`config.mk`:
```
export PLATFORM = sky130hd
export DESIGN_NAME = io_map_coupler_flat
export DESIGN_NICKNAME = d
export VERILOG_FILES = /design/src/io_map_pkg.sv /design/src/io_map_link_if.sv /design/src/io_map_coupler.sv /design/src/flat_wrapper.sv
export SDC_FILE = /design/constraint.sdc
export NUM_CORES = 1
export LEC_CHECK = 0
export BUFFER_PORTS_ARGS = -buffer_cell sky130_fd_sc_hd__buf_2
export CAP_MARGIN = 20
export CORE_MARGIN = 1.5
export CORE_UTILIZATION = 50
export DETAILED_ROUTE_END_ITERATION = 7
export GPL_TIMING_DRIVEN = 0
export PLACE_DENSITY = 0.84
export REMOVE_ABC_BUFFERS = 1
export SYNTH_ARGS = -nofsm -noshare
export SYNTH_HDL_FRONTEND = slang
export SYNTH_SLANG_ARGS = --single-unit
```
`constraint.sdc`:
```
create_clock -name i_ref_clk -period 3 [get_ports i_ref_clk]
set_input_delay 0.3 -clock i_ref_clk [delete_from_list [all_inputs] [get_ports i_ref_clk]]
set_output_delay 0.3 -clock i_ref_clk [all_outputs]
set_load 0.01 [all_outputs]
```
`src/io_map_pkg.sv`:
```
// Shared constants for the fieldbus I/O register map link
`default_nettype none
package io_map_pkg;
    // ****************************************************************
    // Function codes
    // ****************************************************************
    localparam logic [7:0] FN_READ_COILS     = 8'h01;
    localparam logic [7:0] FN_READ_INPUTS    = 8'h02;
    localparam logic [7:0] FN_READ_HOLDING   = 8'h03;
    localparam logic [7:0] FN_READ_INPUT_REG = 8'h04;
    localparam logic [7:0] FN_WRITE_COIL     = 8'h05;
    localparam logic [7:0] FN_WRITE_REG      = 8'h06;
    localparam logic [7:0] FN_WRITE_COILS    = 8'h0f;
    localparam logic [7:0] FN_WRITE_REGS     = 8'h10;

    // ****************************************************************
    // Exception codes, zero means success
    // ****************************************************************
    localparam logic [7:0] EXC_NONE      = 8'h00;
    localparam logic [7:0] EXC_BAD_FUNC  = 8'h01;
    localparam logic [7:0] EXC_BAD_ADDR  = 8'h02;
    localparam logic [7:0] EXC_BAD_VALUE = 8'h03;

    // ****************************************************************
    // Coil force values for single coil writes
    // ****************************************************************
    localparam logic [15:0] COIL_ON  = 16'hff00;
    localparam logic [15:0] COIL_OFF = 16'h0000;

    // ****************************************************************
    // Resource counts
    // ****************************************************************
    localparam int N_COIL = 4;
    localparam int N_DI   = 4;
    localparam int N_AI   = 2;
    localparam int N_AO   = 2;

    // ****************************************************************
    // Zero-based register offsets
    // ****************************************************************
    localparam logic [15:0] IR_AI_BASE    = 16'h0004;
    localparam logic [15:0] REG_DI_WORD   = 16'h0030;
    localparam logic [15:0] HR_AO_BASE    = 16'h0800;
    localparam logic [15:0] HR_COIL_WORD  = 16'h0830;

    // ****************************************************************
    // Analog status word bits
    // ****************************************************************
    localparam int ST_UNDER_BIT = 0;
    localparam int ST_OVER_BIT  = 1;
    localparam int ST_ERROR_BIT = 6;

    // ****************************************************************
    // Coupler variants and their words per analog channel
    // ****************************************************************
    typedef enum logic [1:0] {
        VAR_STANDARD,
        VAR_SERIAL,
        VAR_ETHERNET
    } variant_t;

    localparam logic [15:0] STRIDE_STANDARD = 16'h0002;
    localparam logic [15:0] STRIDE_SERIAL   = 16'h0001;
    localparam logic [15:0] STRIDE_ETHERNET = 16'h0004;
endpackage
`default_nettype wire

```
`src/io_map_link_if.sv`:
```
// Request and answer link between the master end and the coupler map
`default_nettype none
interface io_map_link_if;
    logic        req_valid;
    logic [7:0]  req_func;
    logic [15:0] req_addr;
    logic [15:0] req_wdata;
    logic        rsp_valid;
    logic [15:0] rsp_data;
    logic [7:0]  rsp_exc;

    modport coupler (
        input  req_valid, req_func, req_addr, req_wdata,
        output rsp_valid, rsp_data, rsp_exc
    );
    modport master (
        output req_valid, req_func, req_addr, req_wdata,
        input  rsp_valid, rsp_data, rsp_exc
    );
endinterface
`default_nettype wire

```
`src/io_map_coupler.sv`:
```
// Coupler end: maps discrete and analog points onto bit and word registers
//
// Contract
// - Coils read fn1, force fn5, fn15
// - Coils packed in holding word, fn3
// - Discrete inputs read per bit, fn2
// - Inputs packed word via fn4 and fn3
// - Analog channels reachable by words only
// - Analog input: status word plus data word
// - Analog output: control word then data
// - Control word writes change nothing
// - Unused upper status byte still takes address
// - Output data written with fn6 or fn16
// - Outputs contiguous from base, control/data alternating
// - Input status/data read by fn4, fn3
// - Status bits: 6 error, 1 over, 0 under
// - Master extracts status bits itself
// - Serial variant: one data word per channel
// - Ethernet variant: four words per channel
`default_nettype none
module io_map_coupler #(
    parameter io_map_pkg::variant_t VARIANT = io_map_pkg::VAR_STANDARD
) (
    input  wire logic                      i_ref_clk,
    input  wire logic                      i_rst,
    input  wire logic                      i_ce,
    io_map_link_if.coupler                 link,
    input  wire logic [io_map_pkg::N_DI-1:0] i_di,
    input  wire logic [io_map_pkg::N_AI-1:0] i_ai_error,
    input  wire logic [io_map_pkg::N_AI-1:0] i_ai_over,
    input  wire logic [io_map_pkg::N_AI-1:0] i_ai_under,
    input  wire logic [io_map_pkg::N_AI*16-1:0] i_ai_value,
    output logic [io_map_pkg::N_COIL-1:0]  o_coil_state,
    output logic [io_map_pkg::N_AO*16-1:0] o_ao_value
);
    // ****************************************************************
    // Channel layout decode
    // ****************************************************************
    localparam logic [15:0] STRIDE = (VARIANT == io_map_pkg::VAR_SERIAL)
        ? io_map_pkg::STRIDE_SERIAL
        : (VARIANT == io_map_pkg::VAR_ETHERNET) ? io_map_pkg::STRIDE_ETHERNET
                                                : io_map_pkg::STRIDE_STANDARD;

    // Slot within channel: 0 status/control, 1 data, others padding; with the serial stride slot 0 is data
    function automatic logic [15:0] chan_of(input logic [15:0] off);
        return off / STRIDE;
    endfunction
    function automatic logic [15:0] slot_of(input logic [15:0] off);
        return off % STRIDE;
    endfunction
    function automatic logic is_data_slot(input logic [15:0] off);
        return (STRIDE == io_map_pkg::STRIDE_SERIAL) ? 1'b1 : (slot_of(off) == 16'h0001);
    endfunction

    logic [io_map_pkg::N_COIL-1:0]  coil_reg;
    logic [io_map_pkg::N_AO*16-1:0] ao_reg;
    logic                           rsp_valid_reg;
    logic [15:0]                    rsp_data_reg;
    logic [7:0]                     rsp_exc_reg;

    wire [7:0]  fn    = link.req_func;
    wire [15:0] addr  = link.req_addr;
    wire [15:0] wdata = link.req_wdata;

    wire [15:0] ai_off = addr - io_map_pkg::IR_AI_BASE;
    wire [15:0] ao_off = addr - io_map_pkg::HR_AO_BASE;
    wire        ai_hit = (addr >= io_map_pkg::IR_AI_BASE) &&
                         (ai_off < 16'(io_map_pkg::N_AI) * STRIDE);
    wire        ao_hit = (addr >= io_map_pkg::HR_AO_BASE) &&
                         (ao_off < 16'(io_map_pkg::N_AO) * STRIDE);
    wire [15:0] ai_ch  = chan_of(ai_off);
    wire [15:0] ao_ch  = chan_of(ao_off);
    wire        ai_dat = is_data_slot(ai_off);
    wire        ao_dat = is_data_slot(ao_off);
    wire [15:0] ai_slot = slot_of(ai_off);
    wire [15:0] ao_slot = slot_of(ao_off);

    // Status word keeps upper byte and unassigned bits at zero
    wire [15:0] ai_status = (16'(i_ai_error[ai_ch[0]]) << io_map_pkg::ST_ERROR_BIT) |
                            (16'(i_ai_over[ai_ch[0]])  << io_map_pkg::ST_OVER_BIT)  |
                            (16'(i_ai_under[ai_ch[0]]) << io_map_pkg::ST_UNDER_BIT);
    wire [15:0] ai_word = ai_dat ? i_ai_value[ai_ch[0]*16 +: 16]
                        : (ai_slot == 16'h0000) ? ai_status : 16'h0000;
    // Control word has no storage and reads zero
    wire [15:0] ao_word = ao_dat ? ao_reg[ao_ch[0]*16 +: 16] : 16'h0000;

    wire [15:0] di_word   = 16'(i_di);
    wire [15:0] coil_word = 16'(coil_reg);

    // ****************************************************************
    // Request decode
    // ****************************************************************
    wire coil_ok = addr < 16'(io_map_pkg::N_COIL);
    wire di_ok   = addr < 16'(io_map_pkg::N_DI);
    wire is_read_bits  = (fn == io_map_pkg::FN_READ_COILS) || (fn == io_map_pkg::FN_READ_INPUTS);
    wire is_write_coil = (fn == io_map_pkg::FN_WRITE_COIL) || (fn == io_map_pkg::FN_WRITE_COILS);
    wire is_write_reg  = (fn == io_map_pkg::FN_WRITE_REG)  || (fn == io_map_pkg::FN_WRITE_REGS);
    wire single_bad    = (fn == io_map_pkg::FN_WRITE_COIL) &&
                         (wdata != io_map_pkg::COIL_ON) && (wdata != io_map_pkg::COIL_OFF);
    wire coil_value    = (fn == io_map_pkg::FN_WRITE_COIL) ? (wdata == io_map_pkg::COIL_ON)
                                                           : wdata[0];

    logic [15:0] rd_data;
    logic [7:0]  exc;
    always_comb begin
        rd_data = 16'h0000;
        exc     = io_map_pkg::EXC_NONE;
        unique case (fn)
            io_map_pkg::FN_READ_COILS: begin
                if (coil_ok) rd_data = 16'(coil_reg[addr[1:0]]);
                else exc = io_map_pkg::EXC_BAD_ADDR;
            end
            io_map_pkg::FN_READ_INPUTS: begin
                if (di_ok) rd_data = 16'(i_di[addr[1:0]]);
                else exc = io_map_pkg::EXC_BAD_ADDR;
            end
            io_map_pkg::FN_READ_INPUT_REG: begin
                if (ai_hit) rd_data = ai_word;
                else if (addr == io_map_pkg::REG_DI_WORD) rd_data = di_word;
                else exc = io_map_pkg::EXC_BAD_ADDR;
            end
            io_map_pkg::FN_READ_HOLDING: begin
                if (ai_hit) rd_data = ai_word;
                else if (addr == io_map_pkg::REG_DI_WORD) rd_data = di_word;
                else if (addr == io_map_pkg::HR_COIL_WORD) rd_data = coil_word;
                else if (ao_hit) rd_data = ao_word;
                else exc = io_map_pkg::EXC_BAD_ADDR;
            end
            io_map_pkg::FN_WRITE_COIL, io_map_pkg::FN_WRITE_COILS: begin
                // Bit-level access never touches analog space
                if (!coil_ok) exc = io_map_pkg::EXC_BAD_ADDR;
                else if (single_bad) exc = io_map_pkg::EXC_BAD_VALUE;
            end
            io_map_pkg::FN_WRITE_REG, io_map_pkg::FN_WRITE_REGS: begin
                if (!ao_hit) exc = io_map_pkg::EXC_BAD_ADDR;
            end
            default: exc = io_map_pkg::EXC_BAD_FUNC;
        endcase
    end

    wire do_coil = link.req_valid && is_write_coil && (exc == io_map_pkg::EXC_NONE);
    // Control slot and padding accept the write but store nothing
    wire do_ao   = link.req_valid && is_write_reg && (exc == io_map_pkg::EXC_NONE)
                   && ao_dat;

    // ****************************************************************
    // State and answer
    // ****************************************************************
    always_ff @(posedge i_ref_clk) begin
        if (i_rst) begin
            coil_reg      <= '0;
            ao_reg        <= '0;
            rsp_valid_reg <= 1'b0;
            rsp_data_reg  <= 16'h0000;
            rsp_exc_reg   <= 8'h00;
        end else if (i_ce) begin
            rsp_valid_reg <= link.req_valid;
            if (link.req_valid) begin
                rsp_data_reg <= (is_write_coil || is_write_reg) ? wdata : rd_data;
                rsp_exc_reg  <= exc;
            end
            if (do_coil) coil_reg[addr[1:0]] <= coil_value;
            if (do_ao) ao_reg[ao_ch[0]*16 +: 16] <= wdata;
        end
    end

    assign link.rsp_valid = rsp_valid_reg && i_ce;
    assign link.rsp_data  = rsp_data_reg;
    assign link.rsp_exc   = rsp_exc_reg;
    assign o_coil_state   = coil_reg;
    assign o_ao_value     = ao_reg;

    wire unused_ok = ^{ai_ch[15:1], ao_ch[15:1], ao_slot, is_read_bits};
endmodule // io_map_coupler
`default_nettype wire

```
`src/flat_wrapper.sv`:
```
// flat-port wrapper written by rule: the top's interface ports become plain ports
module io_map_coupler_flat 
#(
    parameter io_map_pkg::variant_t VARIANT = io_map_pkg::VAR_STANDARD
)
  (i_ref_clk, i_rst, i_ce, i_di, i_ai_error, i_ai_over, i_ai_under, i_ai_value, o_coil_state, o_ao_value, link_req_valid, link_req_func, link_req_addr, link_req_wdata, link_rsp_valid, link_rsp_data, link_rsp_exc);
  io_map_link_if link_i ();
  input  wire logic i_ref_clk;
  input  wire logic i_rst;
  input  wire logic i_ce;
  input  wire logic [io_map_pkg::N_DI-1:0] i_di;
  input  wire logic [io_map_pkg::N_AI-1:0] i_ai_error;
  input  wire logic [io_map_pkg::N_AI-1:0] i_ai_over;
  input  wire logic [io_map_pkg::N_AI-1:0] i_ai_under;
  input  wire logic [io_map_pkg::N_AI*16-1:0] i_ai_value;
  output logic [io_map_pkg::N_COIL-1:0] o_coil_state;
  output logic [io_map_pkg::N_AO*16-1:0] o_ao_value;
  input wire logic [$bits(link_i.req_valid)-1:0] link_req_valid;
  input wire logic [$bits(link_i.req_func)-1:0] link_req_func;
  input wire logic [$bits(link_i.req_addr)-1:0] link_req_addr;
  input wire logic [$bits(link_i.req_wdata)-1:0] link_req_wdata;
  output wire logic [$bits(link_i.rsp_valid)-1:0] link_rsp_valid;
  output wire logic [$bits(link_i.rsp_data)-1:0] link_rsp_data;
  output wire logic [$bits(link_i.rsp_exc)-1:0] link_rsp_exc;
  assign link_i.req_valid = link_req_valid;
  assign link_i.req_func = link_req_func;
  assign link_i.req_addr = link_req_addr;
  assign link_i.req_wdata = link_req_wdata;
  assign link_rsp_valid = link_i.rsp_valid;
  assign link_rsp_data = link_i.rsp_data;
  assign link_rsp_exc = link_i.rsp_exc;
  io_map_coupler #(.VARIANT(VARIANT)) u_core (.i_ref_clk(i_ref_clk), .i_rst(i_rst), .i_ce(i_ce), .link(link_i), .i_di(i_di), .i_ai_error(i_ai_error), .i_ai_over(i_ai_over), .i_ai_under(i_ai_under), .i_ai_value(i_ai_value), .o_coil_state(o_coil_state), .o_ao_value(o_ao_value));
endmodule
```
# Word-level counts from Yosys, hierarchy flattened
# Cells that the tools add are included.
totals:
  rom_bits: 0
  inputBits: 86
  mem_count: 0
  ff_bits: 61
  ram_bits: 0
  out_inout_bits: 61
  elab_cells: 95
  latch_bits: 0
op_classes:
  n_addsub: 3
  bitwise: 2
  eq_ne: 12
  n_reduce_logical: 23
  magnitude_cmp: 8
  mul: 0
  shift: 4
  div: 0
  n_mux: 38
op_table:
  columns: ["cell", "count"]
  rows:
  - ["two-way mux 16 bit", 9]
  - ["case mux 16 bit (4 select lines)", 1]
  - ["indexed part select 32 x 6 -> 16 bit", 2]
  - ["less-than comparator 16 x 3 -> 1 bit, second input constant", 3]
  - ["two-way mux 8 bit", 5]
  - ["case mux 8 bit (5 select lines)", 1]
  - ["negator 5 -> 34 bit", 1]
  - ["variable shift 16 x 34 -> 32 bit, first input constant", 1]
  - ["indexed part select 16 x 34 -> 32 bit", 1]
  - ["bitwise mux 32 bit", 1]
  - ["== test 8 x 3 -> 1 bit, second input constant", 3]
  - ["== test 16 x 12 -> 1 bit, second input constant", 1]
  - ["== test 16 bit, second input constant", 1]
  - ["== test 16 x 6 -> 1 bit, second input constant", 1]
  - ["== test 8 x 2 -> 1 bit, second input constant", 2]
  - ["greater-or-equal comparator 16 x 12 -> 1 bit, second input constant", 1]
  - ["greater-or-equal comparator 16 x 3 -> 1 bit, second input constant", 1]
  - ["zero test 16 bit", 1]
  - ["inequality test 16 bit, second input constant", 1]
  - ["OR 16 x 1 -> 16 bit", 1]
  - ["nonzero test 16 bit", 1]
  - ["subtractor 16 x 12 -> 16 bit, second input constant", 1]
  - ["subtractor 16 x 3 -> 16 bit, second input constant", 1]
  - ["two-way mux 1 bit", 12]
  - ["other kinds (17)", 37]

# Logic depth before layout (Yosys ltp)
# Gate-level depths: netlist of the first run.
logic_depth:
  depth_word: 12
  depth_mapped: 10
  depth_no_buf: 8

# Worst setup path before layout of the first run
# No wires, ideal clock.
synth_timing:
  kind: "input port to flip-flop"
  start: "input link_req_func[3]"
  end: "register u_core.rsp_data_reg[11] (netlist: u_core.link.rsp_data[11])"
  cell_stages: 8
  setup_time_ns: 0.079
  slack_ns: 1.049
  n_path_buf: 2
  t_required_ns: 2.921
  arrival_time_ns: 1.872
  path_cell_list: "clkbuf_1 nor2_1 nand4_2 or4_4 buf_6 nor2_1 a221oi_1 a211oi_2"
synth_via:
  elab_chain_len: 4
  elab_cells_between_ends: 13
  cone_classes: "eq/ne: 8; mux: 2; reduce/logical: 3"
synth_rtl:
  columns: ["item", "line_no", "rtl"]
  rows:
  - ["start, declared", "flat_wrapper.sv:19", "input wire logic [$bits(link_i.req_func)-1:0] link_req_func;"]
  - ["branches (longest 3 deep; another with case mux 16 bit (4 select lines))", null, null]
  - ["two-way mux 16 bit *", "io_map_coupler.sv:159", "rsp_data_reg <= (is_write_coil || is_write_reg) ? wdata : rd_data;"]
  - ["end signal, assigned", "io_map_coupler.sv:159", null]
  - ["end, declared", "io_map_coupler.sv:58", "logic [15:0] rsp_data_reg;"]
# Every way passes the cells marked *.
# A chain may end at the register's enable or synchronous reset.

# Worst setup path in the final report of the first run
layout_timing:
  start: "input link_req_func[5]"
  end: "register u_core.ao_reg (netlist bit u_core.o_ao_value[0])"
layout_via:
  elab_chain_len: 10
  elab_cells_between_ends: 22
  cone_classes: "eq/ne: 8; mux: 3; reduce/logical: 11"
layout_rtl:
  columns: ["item", "line_no", "rtl"]
  rows:
  - ["== test 8 x 3 -> 1 bit", "io_map_coupler.sv:98, io_map_coupler.sv:108", null]
  - ["logical AND 1 bit", "io_map_coupler.sv:98", "wire single_bad = (fn == io_map_pkg::FN_WRITE_COIL) &&"]
  - ["logical AND 1 bit", "io_map_coupler.sv:99", "(wdata != io_map_pkg::COIL_ON) && (wdata != io_map_pkg::COIL_OFF);"]
  - ["two-way mux 2 bit", "io_map_coupler.sv:132", "else if (single_bad) exc = io_map_pkg::EXC_BAD_VALUE;"]
  - ["two-way mux 8 bit", "io_map_coupler.sv:131", "if (!coil_ok) exc = io_map_pkg::EXC_BAD_ADDR;"]
  - ["case mux 8 bit (5 select lines)", "io_map_coupler.sv:108", "unique case (fn)"]
  - ["zero test 8 bit", "io_map_coupler.sv:143", "wire do_ao = link.req_valid && is_write_reg && (exc == io_map_pkg::EXC_NONE)"]
  - ["logical AND 1 bit *", "io_map_coupler.sv:143", null]
  - ["logical AND 1 bit *", "io_map_coupler.sv:144", "&& ao_dat;"]
  - ["AND reduction 2 bit (no line) *", null, null]
  - ["end signal, assigned by index", "io_map_coupler.sv:163", "if (do_ao) ao_reg[ao_ch[0]*16 +: 16] <= wdata;"]
  - ["end, declared", "io_map_coupler.sv:56", "logic [io_map_pkg::N_AO*16-1:0] ao_reg;"]
# Mark *: on every way between the ends. The rest lies on a longest branch, timed or not.

==> impl_metrics.json, run 1 <==
{
  "outcome": "finished clean",
  "ys_top_cells_by_area": "dfxtp_1, mux2i_1, nor2_1",
  "start_util_pct": 52.04,
  "endpoint_kind": "register",
  "drc_errors": 0,
  "grtUsageTotal_pct": 26.53,
  "num_antenna_cells": 0,
  "worstHoldStart": "link_req_wdata[10]",
  "synth_cells": 388,
  "place_congestion": 0.9155,
  "cp-start-kind": "primary input",
  "grt_max_degree": 57,
  "dp_hpwl_um": 7326,
  "port_buffers": 140,
  "critical_path_arrival_ps": 2650,
  "hold_path.class": "primary input to register",
  "yosysMostFrequentCell": "nor2_1",
  "synth-seq-area-share_pct": 33.32,
  "met1_usage_pct": 33.80,
  "grt_busiest_layer": "met2",
  "yosys.area.top_type": "dfxtp_1",
  "grt_util_met3_pct": 3.245,
  "core_area_sq_um": 6350,
  "dieArea_sq_um": 7106,
  "clkSlewWorstSetupHoldPaths_ps": 100,
  "final-setup-viol-count": 0,
  "post_cts_resized": 0,
  "largest_reg_flops": 32,
  "maxCapViolations": 0,
  "maxClockFrequency_mhz": 403.0,
  "area_growth_pct": 24.57,
  "async_reset_ff_share_pct": 0,
  "drive_gt1_share_pct": 34.64,
  "overflow": 0,
  "cp_max_fo": 10,
  "fin_crit_sh_pct": 82.72,
  "vias": 3463,
  "drt_iter0_markers": 242,
  "htree_levels": 2,
  "cts_tree": "built",
  "clock_latency_ps": 310,
  "cts_made_buffers": 5,
  "worst_hold_slack_ps": 266.8,
  "grt_pass1_vias": 3207,
  "rows": 29,
  "synth_area_sq_um": 3304,
  "hold-path-endpoint": "u_core.o_ao_value[26]",
  "r2r_cells": 6,
  "nNetsFinal": 598,
  "synth-seq-cells": 55,
  "powerDensity_nw_per_um2": 358.2,
  "synth_top_area_share_pct": 33.32,
  "dieWidth_um": 84.30,
  "grt_pass1_wl_um": 15440,
  "vias_per_cell": 5.889,
  "rrSetupSlack_ps": 1260,
  "ys.flop_type": "dfxtp_1",
  "cts_root_buffer": "clkbuf_8",
  "period_needed_ps": 2482,
  "fin_ws_ps": 518.5,
  "first_pass_iters": 5,
  "synth.distinct_cells": 53,
  "pre_cts_slack_ps": 208.7,
  "syn_area_per_cell_sq_um": 8.517,
  "synthTopCellsByCount": "nor2_1, dfxtp_1, nand2_1",
  "fin_skew_ps": 5.936,
  "r2r-start": "u_core.o_coil_state[2]",
  "drtAntennaViolNets": 0,
  "synth_edf_count": 0,
  "drv_slew": 0,
  "ys_warn_count": 0,
  "crit_required_ps": 3170,
  "slew_headroom_pct": 30.11,
  "hold-path-cell-count": 3,
  "postCtsSetupBuffers": 0,
  "cts_sinks": 55,
  "fin_tns_setup_ps": 0,
  "ir_worst_vdd_uv": 293.2,
  "tightest_slew_ps": 1048,
  "io_pins": 147,
  "final_hold_viol_count": 0,
  "wl_per_cell_um": 16.56,
  "leakage_nw": 1.895,
  "totalWireLength_um": 9738,
  "reg2reg_to": "u_core.link.rsp_data[0]",
  "die_h_um": 84.30,
  "use_met2_pct": 46.62,
  "clockBufferDepth": 2,
  "antenna_found_initial": 0,
  "rsz0062_at_grt": "no",
  "path_class": "primary input to register",
  "cts_hold_buffers": 0
}
cells in the final DEF (no fill, tap or decap), types with 3 or more instances in the layout:
cell type,instances
a211oi_1,16
a21oi_1,22
a221oi_1,11
and2_1,3
and3_1,3
buf_2,140
clkbuf_8,5
conb_1,6
dfxtp_1,55
inv_1,3
mux2_2,12
mux2i_1,37
mux4_2,5
nand2_1,48
nand2b_1,6
nand4_1,7
nand4b_1,5
nor2_1,59
nor3_1,5
nor4_1,5
o2bb2ai_1,6
or4_1,5
xnor2_1,3
stage by stage:
step / total power, mW / util, % / cells / cell area (sq um)
after floorplan: 0.8654 / - / 360 / 3158
after global placement: 0.9980 / 62.29 / 577 / 3955
after detailed placement: 1.006 / 63.15 / 581 / 4010
after CTS: 1.479 / 64.83 / 588 / 4116
after global routing: 1.532 / 64.83 / 588 / 4116
final: 1.474 / 64.83 / 588 / 4116
routing by layer:
layer  part of all wire, %  routed length [um]
met5                     0                   0
met4                   2.1                 202
met3                   6.6                 638
met2                    50                4866
met1                    41                4030
report_power, final:
part	switching, mW	internal [mW]
sequential	0.00747	0.744
combinational	0.135	0.106
clock	0.238	0.244
final cells by class:
type                            instances  area [sq um]
Sequential cell                        55          1101
Clock buffer                            5         68.82
Tap cell                               77         96.34
Multi-Input combinational cell        302          2052
Timing Repair Buffer                  144         749.5
Clock inverter                          2         37.54
Fill cell                             549          2233
Inverter                                3         11.26
critical path, cell delays in order:
cell,delay (ps)
buf_2,110
or3_1,430
nor4_1,610
nand4b_1,610
buf_8,370
mux2i_1,160
nor2_1,60
how the worst max path moves through the flow:
stage                     start                 endpoint  slack (ps)  cells after the start
3_5_place_dp   link_req_func[5]    u_core.o_ao_value[10]         210                      7
4_1_cts        link_req_func[5]    u_core.o_ao_value[10]         540                      7
2_1_floorplan              i_ce     u_core.o_ao_value[0]         620                      4
6_report       link_req_func[5]     u_core.o_ao_value[0]         520                      7
3_3_place_gp   link_req_addr[9]  u_core.link.rsp_data[4]        -550                      6
5_1_grt        link_req_func[5]     u_core.o_ao_value[0]         250                      7
kinds of logic (layout without fill, tap and decap cells):
kind of cell	after synthesis	in the layout	share of synthesized area [%]
AND/OR/NAND/NOR	163	163	24.42
AO/OA/AOI/OAI	75	75	16.93
flip-flops	55	55	33.32
multiplexers	54	54	18.71
buffers and inverters	36	154	5.339
XOR/XNOR	3	3	0.7953
adder cells (fa/ha/maj)	1	1	0.3786
other	1	6	0.1135
(Power assumes the default switching activity.)
==> run 2, diff against run 1 <==
--- a/config.mk
+++ b/config.mk
@@ -8,10 +8,10 @@
 export BUFFER_PORTS_ARGS = -buffer_cell sky130_fd_sc_hd__buf_2
 export CAP_MARGIN = 20
 export CORE_MARGIN = 1.5
-export CORE_UTILIZATION = 50
+export CORE_UTILIZATION = 48
 export DETAILED_ROUTE_END_ITERATION = 7
 export GPL_TIMING_DRIVEN = 0
-export PLACE_DENSITY = 0.84
+export PLACE_DENSITY = 0.81
 export REMOVE_ABC_BUFFERS = 1
 export SYNTH_ARGS = -nofsm -noshare
 export SYNTH_HDL_FRONTEND = slang
==> constraint.sdc (replaced) <==
create_clock -name i_ref_clk -period 2.55 [get_ports i_ref_clk]
set_input_delay 0.255 -clock i_ref_clk [delete_from_list [all_inputs] [get_ports i_ref_clk]]
set_output_delay 0.255 -clock i_ref_clk [all_outputs]
set_load 0.01 [all_outputs]
==> impl_metrics.json, run 2 (synthesis results as in run 1) <==
{
  "slew_headroom_pct": 29.10,
  "grt_busiest_layer": "met2",
  "critPathLaunch": "link_req_addr[1]",
  "final-setup-viol-count": 0,
  "largest_reg_flops": 32,
  "dp_hpwl_um": 7123,
  "vias_per_cell": 5.778,
  "fin_total_pwr_mw": 1.837,
  "path_class": "primary input to register",
  "grt_max_degree": 57,
  "port_buffers": 140,
  "nNetsFinal": 600,
  "cts_made_buffers": 5,
  "maxCapViolations": 0,
  "path_cells": "buf_2 -> mux4_2 -> a22o_1 -> a2111oi_0 -> a211oi_1",
  "drt_iter0_markers": 185,
  "io_pins": 147,
  "grtUsageTotal_pct": 25.13,
  "clkSlewWorstSetupHoldPaths_ps": 100,
  "wl_per_cell_um": 16.14,
  "die_h_um": 85.97,
  "rows": 30,
  "fin_skew_ps": 8.490,
  "leakage_nw": 1.918,
  "crit_path_max_incr_delay_ps": 790,
  "outcome": "finished clean",
  "place_congestion": 0.9138,
  "start_util_pct": 49.18,
  "htree_levels": 2,
  "grt_pass1_vias": 3112,
  "grt_util_met3_pct": 3.272,
  "drc_errors": 0,
  "clockBufferDepth": 2,
  "final_hold_viol_count": 0,
  "fin_cells": 594,
  "final_common_cell": "buf_2",
  "met1_usage_pct": 32.63,
  "use_met2_pct": 43.66,
  "period_needed_ps": 2229,
  "grt_pass1_wl_um": 14900,
  "endpoint_kind": "register",
  "drive_gt1_share_pct": 34.82,
  "core_area_sq_um": 6719,
  "drv_slew": 0,
  "cts_sinks": 55,
  "worstHoldStart": "link_req_wdata[7]",
  "rsz0062_at_grt": "no",
  "final-seq-area_sq_um": 1101,
  "critical_path_arrival_ps": 2390,
  "dieArea_sq_um": 7391,
  "final_cell_mix": "buf_2, nor2_1, dfxtp_1, nand2_1, mux2i_1",
  "num_antenna_cells": 0,
  "fin_ws_ps": 321.3,
  "hold_path.class": "primary input to register",
  "pre_cts_slack_ps": -108.2,
  "cts_tree": "built",
  "clock_latency_ps": 310,
  "powerDensity_nw_per_um2": 441.4,
  "cp_max_fo": 41,
  "antenna_found_initial": 0,
  "final_util_pct": 61.94,
  "vias": 3432,
  "area_growth_pct": 25.94,
  "ir_worst_vdd_uv": 300.9,
  "totalWireLength_um": 9589,
  "crit_slowest_cell": "buf_2",
  "postCtsSetupBuffers": 0,
  "overflow": 0,
  "fin_tns_setup_ps": 0,
  "multi_input_area_sq_um": 2052,
  "fillers": 599,
  "cts_root_buffer": "clkbuf_8",
  "tightest_slew_ps": 1063,
  "crit_required_ps": 2710,
  "drtAntennaViolNets": 0,
  "first_pass_iters": 5,
  "cp-start-kind": "primary input",
  "fin_crit_sh_pct": 87.40,
  "dieWidth_um": 85.97,
  "dp.cells": 584,
  "post_cts_resized": 0,
  "cts_hold_buffers": 0,
  "r2r-start": "u_core.o_coil_state[3]",
  "maxClockFrequency_mhz": 448.7
}
run 2: cell types whose count changed in the layout (fill, tap and decap cells not counted), sizes merged:
cell | previous run | this run
clkbuf | 5 | 6
clkinvlp | 1 | 0
bufinv | 1 | 2
buf | 144 | 146
run 2: where the power goes:
group	switching (mW)	total (mW)	leakage (nW)	internal (mW)
clock network	0.281	0.673	0.0654	0.392
registers	0.00881	0.884	0.446	0.876
logic	0.155	0.280	1.41	0.124
total	0.445	1.84	1.92	1.39
run 2: per-stage QoR:
step,area (sq um),hold slack [ps]
2_1_floorplan,3158,319.6
3_3_place_gp,3959,450.2
3_5_place_dp,4014,457.7
4_1_cts,4146,210.1
5_1_grt,4161,222.5
6_report,4161,214.9
run 2: critical path: cells and delay by family:
| kind | cells | cell delay [ps] |
|---|---|---|
| AO/OA/AOI/OAI | 3 | 700 |
| buffers and inverters | 1 | 790 |
| multiplexers | 1 | 620 |
run 2: cell type report:
class	count	area share (%)
Clock buffer	6	1.744
Clock inverter	2	1.443
Inverter	3	0.2706
Multi-Input combinational cell	302	49.31
Sequential cell	55	26.46
Tap cell	80	2.405
Timing Repair Buffer	146	18.37
run 2: final timing paths:
path         slack, ps                      end  depth (start not counted)
max                320  u_core.link.rsp_data[0]                          5
max reg2reg        780  u_core.link.rsp_data[0]                          6
min                210    u_core.o_ao_value[23]                          3
min reg2reg        470    u_core.o_ao_value[21]                          2
run 2: layer usage:
layer / share of wire (%) / vias to the layer above
li1: - / 1665
met1: 41 / 1592
met2: 50 / 155
met3: 6.7 / 20
met4: 1.9 / 0
met5: 0 / -
